[src/hw/tport_pkg.sv]
// constants, register map and carrier types for the dual counter timer port
package tport_pkg;
  localparam int unsigned ADDR_W = 4;
  localparam int unsigned DATA_W = 8;
  localparam int unsigned CNT_W = 8;
  localparam int unsigned OUT_N = 6;
  // register offsets
  localparam logic [3:0] OFS_CTRL = 4'h0;
  localparam logic [3:0] OFS_CNT_LO = 4'h1;
  localparam logic [3:0] OFS_CNT_HI = 4'h2;
  localparam logic [3:0] OFS_OUT = 4'h3;
  localparam logic [3:0] OFS_OE = 4'h4;
  localparam logic [3:0] OFS_STAT = 4'h5;
  localparam logic [3:0] OFS_MASK = 4'h6;
  localparam logic [3:0] OFS_SER = 4'h7;
  localparam logic [3:0] OFS_BAUD = 4'h8;
  // control register fields
  localparam int unsigned CTRL_SEL_LO = 0;   // [1:0] clock source of low counter
  localparam int unsigned CTRL_SEL_HI = 2;   // [3:2] clock source of high counter
  localparam int unsigned CTRL_RUN = 4;      // [5:4] run mode of low counter
  localparam int unsigned CTRL_CASC = 6;     // cascade enable
  localparam int unsigned CTRL_HI_EN = 7;    // high counter enable
  localparam logic [7:0] CTRL_RST = 8'h00;
  // status / mask bit positions
  localparam int unsigned ST_GATE = 0;
  localparam int unsigned ST_OVF_LO = 1;
  localparam int unsigned ST_OVF_HI = 2;
  localparam int unsigned ST_SER = 3;
  localparam logic [3:0] ST_RST = 4'h0;
  localparam logic [7:0] BAUD_RST = 8'h00;
  localparam logic [7:0] CNT_MAX = 8'hff;
  localparam logic [3:0] SER_BITS = 4'h8;
  // clock source codes
  localparam logic [1:0] SRC_EXT = 2'h0;
  localparam logic [1:0] SRC_ACLK = 2'h1;
  localparam logic [1:0] SRC_MCLK = 2'h2;
  // run modes of the low counter
  localparam logic [1:0] RUN_HALT = 2'h0;
  localparam logic [1:0] RUN_CONT = 2'h1;
  localparam logic [1:0] RUN_GATE_A = 2'h2;
  localparam logic [1:0] RUN_GATE_B = 2'h3;

  typedef struct packed {
    logic [ADDR_W-1:0] addr;
    logic [DATA_W-1:0] wdata;
    logic wr;
    logic rd;
  } bus_req_s;

  typedef struct packed {
    logic ext_lo;
    logic ext_hi;
    logic gate_a;
    logic gate_b;
  } pin_in_s;
endpackage

[src/hw/tport_top.sv]
// dual 8-bit counter timer with six 3-state outputs and serial shifter
//
// Overview of operation
// - Two independent 8-bit counters exist, and one pin input can trigger the low counter.
// - Six output lines are each driven high, low or left floating under software control.
// - Each counter picks its clock from an external pin, the auxiliary clock or the master clock.
// - The low counter can be halted, run freely, or be gated by one of two chosen pins.
// - In a gated mode the gate event sets the shared interrupt flag and stops the counter.
// - Software can read both counter values and write either one at any time.
// - The two counters can be cascaded into one 16-bit counter.
// - In split mode the gate, low overflow or high overflow each raise the shared interrupt.
// - In cascaded mode the gate, the overflow of the full 16-bit value or the last serial bit raise it, not the low overflow.
// - A serial bit stream is shifted out one bit per low-counter overflow period.
//
// Our own choices: the register offsets and the plain strobed port.
`timescale 1ns/10ps
module tport_top
(
  // clock and reset
  input wire logic sys_clk_i,
  input wire logic sys_rst_i,
  // register port
  input wire logic [3:0] addr_i,
  input wire logic [7:0] wdata_i,
  input wire logic wr_i,
  input wire logic rd_i,
  output logic [7:0] rdata_o,
  // internal clock enables, one cycle pulses from the same clock
  input wire logic aclk_tick_i,
  input wire logic mclk_tick_i,
  // pins
  input wire logic ext_lo_i,
  input wire logic ext_hi_i,
  input wire logic gate_a_i,
  input wire logic gate_b_i,
  output logic [5:0] port_o,
  output logic [5:0] port_oe_o,
  output logic ser_o,
  // interrupt
  output logic irq_o
);
  tport_pkg::bus_req_s req;
  tport_pkg::pin_in_s lvl;
  tport_pkg::pin_in_s rise;

  logic [7:0] ctrl, next_ctrl;
  logic [7:0] cnt_lo, next_cnt_lo;
  logic [7:0] cnt_hi, next_cnt_hi;
  logic [5:0] port, next_port;
  logic [5:0] port_oe, next_port_oe;
  logic [3:0] stat, next_stat;
  logic [3:0] mask, next_mask;
  logic [7:0] rdata, next_rdata;
  logic irq, next_irq;
  logic [7:0] ser_sh, next_ser_sh;
  logic [3:0] ser_left, next_ser_left;
  logic ser, next_ser;
  logic [7:0] baud, next_baud;

  logic tick_lo, tick_hi, run_lo, ovf_lo, ovf_hi, ovf_16;
  logic [3:0] ev;

  function automatic logic pick_tick(input logic [1:0] sel, input logic ext,
                                     input logic ac, input logic mc);
    case (sel)
      tport_pkg::SRC_EXT: pick_tick = ext;
      tport_pkg::SRC_ACLK: pick_tick = ac;
      tport_pkg::SRC_MCLK: pick_tick = mc;
      default: pick_tick = 1'b0;
    endcase
  endfunction

  assign req = '{addr: addr_i, wdata: wdata_i, wr: wr_i, rd: rd_i};

  // pin inputs cross into this clock; count on rises, gate on filtered level
  tport_sync u_sync_ext_lo (.sys_clk_i(sys_clk_i), .sys_rst_i(sys_rst_i), .pin_i(ext_lo_i),
    .level_o(lvl.ext_lo), .rise_o(rise.ext_lo));
  tport_sync u_sync_ext_hi (.sys_clk_i(sys_clk_i), .sys_rst_i(sys_rst_i), .pin_i(ext_hi_i),
    .level_o(lvl.ext_hi), .rise_o(rise.ext_hi));
  tport_sync u_sync_gate_a (.sys_clk_i(sys_clk_i), .sys_rst_i(sys_rst_i), .pin_i(gate_a_i),
    .level_o(lvl.gate_a), .rise_o(rise.gate_a));
  tport_sync u_sync_gate_b (.sys_clk_i(sys_clk_i), .sys_rst_i(sys_rst_i), .pin_i(gate_b_i),
    .level_o(lvl.gate_b), .rise_o(rise.gate_b));

  always_comb
  begin
    tick_lo = pick_tick(ctrl[tport_pkg::CTRL_SEL_LO +: 2], rise.ext_lo,
                        aclk_tick_i, mclk_tick_i);
    tick_hi = pick_tick(ctrl[tport_pkg::CTRL_SEL_HI +: 2], rise.ext_hi,
                        aclk_tick_i, mclk_tick_i);
    // gated modes count while the chosen pin is high; its fall is the gate event
    case (ctrl[tport_pkg::CTRL_RUN +: 2])
      tport_pkg::RUN_HALT:
      begin
        run_lo = 1'b0;
      end
      tport_pkg::RUN_CONT:
      begin
        run_lo = 1'b1;
      end
      tport_pkg::RUN_GATE_A:
      begin
        run_lo = lvl.gate_a;
      end
      default:
      begin
        run_lo = lvl.gate_b;
      end
    endcase
  end

  // falling edge of the selected gate level, tracked locally
  logic gate_lvl, gate_prev, next_gate_prev;
  logic gate_mode;
  assign gate_mode = ctrl[tport_pkg::CTRL_RUN + 1];
  assign gate_lvl = ctrl[tport_pkg::CTRL_RUN] ? lvl.gate_b : lvl.gate_a;
  logic gate_fall;
  assign gate_fall = gate_mode & gate_prev & ~gate_lvl;

  always_comb
  begin
    next_gate_prev = gate_lvl;
    ovf_lo = tick_lo & run_lo & (cnt_lo == tport_pkg::CNT_MAX);
    ovf_16 = ovf_lo & (cnt_hi == tport_pkg::CNT_MAX);
    ovf_hi = tick_hi & ctrl[tport_pkg::CTRL_HI_EN] & (cnt_hi == tport_pkg::CNT_MAX);
    ev = 4'h0;
    ev[tport_pkg::ST_GATE] = gate_fall;
    if (ctrl[tport_pkg::CTRL_CASC])
      ev[tport_pkg::ST_OVF_HI] = ovf_16;
    else
    begin
      ev[tport_pkg::ST_OVF_LO] = ovf_lo;
      ev[tport_pkg::ST_OVF_HI] = ovf_hi;
    end
    ev[tport_pkg::ST_SER] = ovf_lo & (ser_left == 4'h1);
  end

  always_comb
  begin
    next_ctrl = ctrl;
    next_cnt_lo = cnt_lo;
    next_cnt_hi = cnt_hi;
    next_port = port;
    next_port_oe = port_oe;
    next_mask = mask;
    next_baud = baud;
    next_ser_sh = ser_sh;
    next_ser_left = ser_left;
    next_ser = ser;
    // counting
    if (tick_lo & run_lo)
      next_cnt_lo = ovf_lo ? baud : cnt_lo + 8'h01;
    if (ctrl[tport_pkg::CTRL_CASC])
    begin
      if (ovf_lo)
        next_cnt_hi = cnt_hi + 8'h01;
    end
    else if (tick_hi & ctrl[tport_pkg::CTRL_HI_EN])
      next_cnt_hi = cnt_hi + 8'h01;
    // gate event stops the counter by falling back to halt
    if (gate_fall)
      next_ctrl[tport_pkg::CTRL_RUN +: 2] = tport_pkg::RUN_HALT;
    // serial shifter: one bit per low-counter period
    if (ovf_lo && ser_left != 4'h0)
    begin
      next_ser = ser_sh[0];
      next_ser_sh = {1'b0, ser_sh[7:1]};
      next_ser_left = ser_left - 4'h1;
    end
    // software writes win over counting
    if (req.wr)
    begin
      case (req.addr)
        tport_pkg::OFS_CTRL: next_ctrl = req.wdata;
        tport_pkg::OFS_CNT_LO: next_cnt_lo = req.wdata;
        tport_pkg::OFS_CNT_HI: next_cnt_hi = req.wdata;
        tport_pkg::OFS_OUT: next_port = req.wdata[5:0];
        tport_pkg::OFS_OE: next_port_oe = req.wdata[5:0];
        tport_pkg::OFS_MASK: next_mask = req.wdata[3:0];
        tport_pkg::OFS_SER:
        begin
          next_ser_sh = req.wdata;
          next_ser_left = tport_pkg::SER_BITS;
        end
        tport_pkg::OFS_BAUD: next_baud = req.wdata;
        default: next_ctrl = next_ctrl;
      endcase
    end
    // sticky status: set wins over write-one-to-clear
    next_stat = stat;
    if (req.wr && req.addr == tport_pkg::OFS_STAT)
      next_stat = stat & ~req.wdata[3:0];
    next_stat = next_stat | ev;
    next_irq = |(next_stat & next_mask);
    next_rdata = 8'h00;
    if (req.rd)
    begin
      case (req.addr)
        tport_pkg::OFS_CTRL: next_rdata = ctrl;
        tport_pkg::OFS_CNT_LO: next_rdata = cnt_lo;
        tport_pkg::OFS_CNT_HI: next_rdata = cnt_hi;
        tport_pkg::OFS_OUT: next_rdata = {2'h0, port};
        tport_pkg::OFS_OE: next_rdata = {2'h0, port_oe};
        tport_pkg::OFS_STAT: next_rdata = {4'h0, stat};
        tport_pkg::OFS_MASK: next_rdata = {4'h0, mask};
        tport_pkg::OFS_SER: next_rdata = {ser_left, 3'h0, ser};
        tport_pkg::OFS_BAUD: next_rdata = baud;
        default: next_rdata = 8'h00;
      endcase
    end
  end

  always_ff @(posedge sys_clk_i)
  begin
    if (sys_rst_i)
    begin
      ctrl <= tport_pkg::CTRL_RST;
      cnt_lo <= 8'h00;
      cnt_hi <= 8'h00;
      port <= 6'h00;
      port_oe <= 6'h00;
      stat <= tport_pkg::ST_RST;
      mask <= tport_pkg::ST_RST;
      rdata <= 8'h00;
      irq <= 1'b0;
      ser_sh <= 8'h00;
      ser_left <= 4'h0;
      ser <= 1'b1;
      baud <= tport_pkg::BAUD_RST;
      gate_prev <= 1'b0;
    end
    else
    begin
      ctrl <= next_ctrl;
      cnt_lo <= next_cnt_lo;
      cnt_hi <= next_cnt_hi;
      port <= next_port;
      port_oe <= next_port_oe;
      stat <= next_stat;
      mask <= next_mask;
      rdata <= next_rdata;
      irq <= next_irq;
      ser_sh <= next_ser_sh;
      ser_left <= next_ser_left;
      ser <= next_ser;
      baud <= next_baud;
      gate_prev <= next_gate_prev;
    end
  end

  assign rdata_o = rdata;
  assign port_o = port;
  assign port_oe_o = port_oe;
  assign ser_o = ser;
  assign irq_o = irq;

  property p_gate_stops;
    @(posedge sys_clk_i) disable iff (sys_rst_i)
    gate_fall && !(req.wr && req.addr == tport_pkg::OFS_CTRL)
      |=> ctrl[tport_pkg::CTRL_RUN +: 2] == tport_pkg::RUN_HALT;
  endproperty
  a_gate_stops: assert property (p_gate_stops) else $error("gate did not halt");

  property p_gate_flag;
    @(posedge sys_clk_i) disable iff (sys_rst_i)
    gate_fall |=> stat[tport_pkg::ST_GATE];
  endproperty
  a_gate_flag: assert property (p_gate_flag) else $error("gate flag not set");

  property p_wrap;
    @(posedge sys_clk_i) disable iff (sys_rst_i)
    ovf_lo && !req.wr |=> cnt_lo == $past(baud);
  endproperty
  a_wrap: assert property (p_wrap) else $error("low counter wrap wrong");

  property p_casc_step;
    @(posedge sys_clk_i) disable iff (sys_rst_i)
    ctrl[tport_pkg::CTRL_CASC] && ovf_lo && !req.wr |=> cnt_hi == $past(cnt_hi) + 8'h01;
  endproperty
  a_casc_step: assert property (p_casc_step) else $error("cascade carry lost");

  property p_casc_noflag;
    @(posedge sys_clk_i) disable iff (sys_rst_i)
    ctrl[tport_pkg::CTRL_CASC] && !stat[tport_pkg::ST_OVF_LO] |=> !stat[tport_pkg::ST_OVF_LO];
  endproperty
  a_casc_noflag: assert property (p_casc_noflag) else $error("split flag in cascade");

  property p_split_flag;
    @(posedge sys_clk_i) disable iff (sys_rst_i)
    !ctrl[tport_pkg::CTRL_CASC] && ovf_lo
      |=> stat[tport_pkg::ST_OVF_LO] && (irq_o || !mask[tport_pkg::ST_OVF_LO]);
  endproperty
  a_split_flag: assert property (p_split_flag) else $error("overflow flag missed");

  property p_rd;
    @(posedge sys_clk_i) disable iff (sys_rst_i)
    rd_i && addr_i == tport_pkg::OFS_CNT_LO |=> rdata_o == $past(cnt_lo);
  endproperty
  a_rd: assert property (p_rd) else $error("counter readback wrong");

  property p_wr;
    @(posedge sys_clk_i) disable iff (sys_rst_i)
    wr_i && addr_i == tport_pkg::OFS_OE |=> port_oe_o == $past(wdata_i[5:0]);
  endproperty
  a_wr: assert property (p_wr) else $error("enable write lost");

  property p_ser;
    @(posedge sys_clk_i) disable iff (sys_rst_i)
    ovf_lo && ser_left != 4'h0 |=> ser_o == $past(ser_sh[0]);
  endproperty
  a_ser: assert property (p_ser) else $error("serial bit wrong");
endmodule // tport_top

[src/hw/tport_sync.sv]
// three-stage synchroniser with agreement filter for one pin input
`timescale 1ns/10ps
module tport_sync
(
  // clock and reset
  input wire logic sys_clk_i,
  input wire logic sys_rst_i,
  // asynchronous level in, filtered level and its rise out
  input wire logic pin_i,
  output logic level_o,
  output logic rise_o
);
  logic [2:0] stage;
  logic level;
  logic [2:0] next_stage;
  logic next_level;

  // first stage feeds only the second; decision uses stages two and three
  always_comb
  begin
    next_stage = {stage[1:0], pin_i};
    next_level = (stage[1] == stage[2]) ? stage[2] : level;
  end

  always_ff @(posedge sys_clk_i)
  begin
    if (sys_rst_i)
    begin
      stage <= 3'h0;
      level <= 1'b0;
    end
    else
    begin
      stage <= next_stage;
      level <= next_level;
    end
  end

  assign level_o = level;
  assign rise_o = next_level & ~level;
endmodule // tport_sync

[config.mk]
export PLATFORM = sky130hd
export DESIGN_NAME = tport_top
export DESIGN_NICKNAME = d
export VERILOG_FILES = /design/src/hw/tport_pkg.sv /design/src/hw/tport_top.sv /design/src/hw/tport_sync.sv
export SDC_FILE = /design/constraint.sdc
export NUM_CORES = 1
export LEC_CHECK = 0
export BUFFER_PORTS_ARGS = -buffer_cell sky130_fd_sc_hd__buf_2
export CAP_MARGIN = 10
export CORE_AREA = 2 2 98 100
export CTS_CLUSTER_DIAMETER = 200
export DETAILED_ROUTE_END_ITERATION = 10
export DIE_AREA = 0 0 100 102
export PLACE_DENSITY_LB_ADDON = 0.2
export SLEW_MARGIN = 10
export SYNTH_ARGS = -nofsm -noshare
export SYNTH_HDL_FRONTEND = slang
export SYNTH_SLANG_ARGS = --single-unit
[constraint.sdc]
create_clock -name sys_clk_i -period 2.3 [get_ports sys_clk_i]
set_input_delay 0.23 -clock sys_clk_i [delete_from_list [all_inputs] [get_ports sys_clk_i]]
set_output_delay 0.23 -clock sys_clk_i [all_outputs]
set_load 0.02 [all_outputs]
==> out/qor.txt <==
EDFF count, synth: 0
VDD IR-drop max: 0.394 mV
drt total wl: 13900 µm
Reg power frac: 0.525
final worst slack: 0.120 ns
Slew @ Worst Pin: 0.658 ns
Starting Density: 0.495
antenna cells: 0
Area contributors post-synth: dfxtp_1 40%, a21oi_1 5.4%, mux2i_1 4.7%, nor2_1 4.7%, nand2_1 4.4%
GR Overflow Total: 0
worst-path fanout max: 13
share of cells above drive strength 1: 0.180
area delta synth->final: 15.8%
Async SR Flop Fraction: 0
Final GP Congestion: 0.971
Mean Syn Cell Area: 8.30 µm²
ANT nets after route: 0
total CTS buffers: 9
Worst R2R Path Depth: 4
Core Footprint: 0.00911 mm²
# setup viols final: 0
HP Class: primary input to flip-flop
I/O Buffers: 43
cell count after synthesis: 543
Clock power frac: 0.399
P_sw: 786 µW
first-pass iteration count of the detailed router: 5
sequential fraction of the synthesis area: 0.404
# clock sinks: 91
number of synthesized register bits: 91
die width: 100 µm
# hold bufs at CTS: 0
area of the mapped netlist: 0.00450 mm²
clk_lat worst skew: 0.37 ns
DRT iter0 DRCs: 355
Worst-path clk slew: 0.09 ns
Required @ worst endpoint: 2.59 ns
Final nets: 626
Max Transition Viols Final: 0
buffer levels on the longest clock path: 2
most common cell in the netlist: dfxtp_1
Placement Setup Slack: 0.159 ns
arrival time at the worst endpoint: 2.47 ns
Vias: 4464
Setup TNS: 0 ns
root buffer cell: clkbuf_8
Tmin final: 2.18 ns
Placed Cells: 700
row cnt: 35
Die Y: 102 µm
initial antenna violation count: 0
max cap viols: 0
first-pass GRT wire length: 22000 µm
Yosys top cell area share: 0.404
fin crit share: 0.948
leakage power: 1.99 nW
Slew HR: 0.557
H-tree levels: 3
total track usage: 0.282
I/O pins: 44
Hold Path Cell Cnt: 2
clock skew: 0.0124 ns
Syn. warnings: 0
top_reg_cell synth: dfxtp_1
largest net degree at the start of global routing: 44
CTS tree: done
Fin Hold WS: 0.0701 ns
Vias/cell: 6.23
critical path class: flip-flop to flip-flop
hpwl dp: 9980 µm
post-detailed-route DRC marker count: 0
pwr dens: 592 mW/mm²
Yosys top cell by area: dfxtp_1
die area: 0.0102 mm²
fmax: 459 MHz
Comb power frac: 0.077
internal power: 2.30 mW
r2r setup slk: 0.12 ns
synth unique cells: 63
Syn Nets: 569
most frequent cells after synthesis: 91 x dfxtp_1, 56 x nor2_1, 53 x nand2_1
Post-CTS Resized: 0
status: completed
# Post-CTS Setup Buffers: 0
final std cells w/o fill: 716
RSZ-0062 raised after global routing: no
CP endpoint kind: flip-flop
Routed wire per std cell: 19.5 µm
Fin. Hold Viols: 0
Sw Ratio: 0.255
startpoint types: flip-flop
vias in the first global route: 4089
-- worst max-delay path, stage by stage (launching register included) --
cell	delay, ns
dfxtp_1	0.39
o41a_4	0.57
or4_4	0.63
or3_1	0.37
a31oi_1	0.15
-- registers in the layout, summed over array words and instances, names as in the netlist, 6 cells and up --
signal / count
port_o: 6
rdata_o: 8
ctrl: 8
baud: 8
cnt_lo: 8
ser_sh: 8
port_oe_o: 6
cnt_hi: 8
-- cell families after synthesis --
logic type,count (synthesis),synth area share
XOR/XNOR,2,0.00389
AND/OR/NAND/NOR,234,0.269
AO/OA/AOI/OAI,145,0.216
flip-flops,91,0.404
multiplexers,25,0.0592
buffers and inverters,42,0.0364
adder cells (fa/ha/maj),4,0.0111
-- layer usage --
metal	GRT usage	routed length, µm	part of all wire
met1	0.367	5900	0.42
met2	0.453	6360	0.46
met3	0.0602	1160	0.084
met4	0.128	509	0.037
met5	0	0	0
-- placed cells by master, fill, tap and decap left out, drive strengths merged, types with 3 or more instances in the layout --
cell,instances
dfxtp,91
buf,78
nor2,56
nand2,53
a21oi,49
nand3,34
o21ai,24
mux2i,21
nor2b,18
inv,12
a311oi,11
nor3,10
nor4,10
clkbuf,9
a31oi,8
nand4,8
a211oi,8
and3,7
a22oi,6
and2,6
or3,5
a221oi,5
nand3b,5
o31ai,5
o211ai,5
nand2b,4
or2,4
ha,4
nor3b,4
o41ai,4
mux2,3
a21o,3
-- per-stage QoR --
step                area [µm²]  utilization  power, mW
floorplan                 4500            -       1.78
global placement          4990        0.548       1.88
finish                    5220        0.573       3.09
global route              5220        0.573       3.21
CTS                       5220        0.573       3.11
detailed placement        4990        0.548       1.89
-- final timing paths --
check | from | end
hold reg to reg | u_sync_gate_a.stage[0]$_SDFF_PP0_ | u_sync_gate_a.stage[1]$_SDFF_PP0_
hold / removal | gate_a_i | u_sync_gate_a.stage[0]$_SDFF_PP0_
setup / recovery | ctrl[0]$_SDFFE_PP0P_ | ser_left[3]$_SDFF_PP0_
setup reg to reg | ctrl[0]$_SDFFE_PP0P_ | ser_left[3]$_SDFF_PP0_
-- layout make-up --
cell class / count / area (µm²)
repair buffers: 78 / 478
multi-input cells: 410 / 2520
clock inverters: 7 / 98.8
fillers: 853 / 3890
well taps: 111 / 139
flip-flops and latches: 91 / 1820
clock buffers: 9 / 124
inverters: 10 / 37.5
-- power groups by stage --
stage / Combinational (mW) / Sequential, mW / Clock [mW]
after floorplan: 0.123 / 1.66 / 0
after global placement: 0.228 / 1.66 / 0
after detailed placement: 0.232 / 1.66 / 0
after CTS: 0.233 / 1.62 / 1.26
after global routing: 0.255 / 1.62 / 1.33
final: 0.236 / 1.62 / 1.23
No activity file was read; power rests on OpenSTA's default activity.
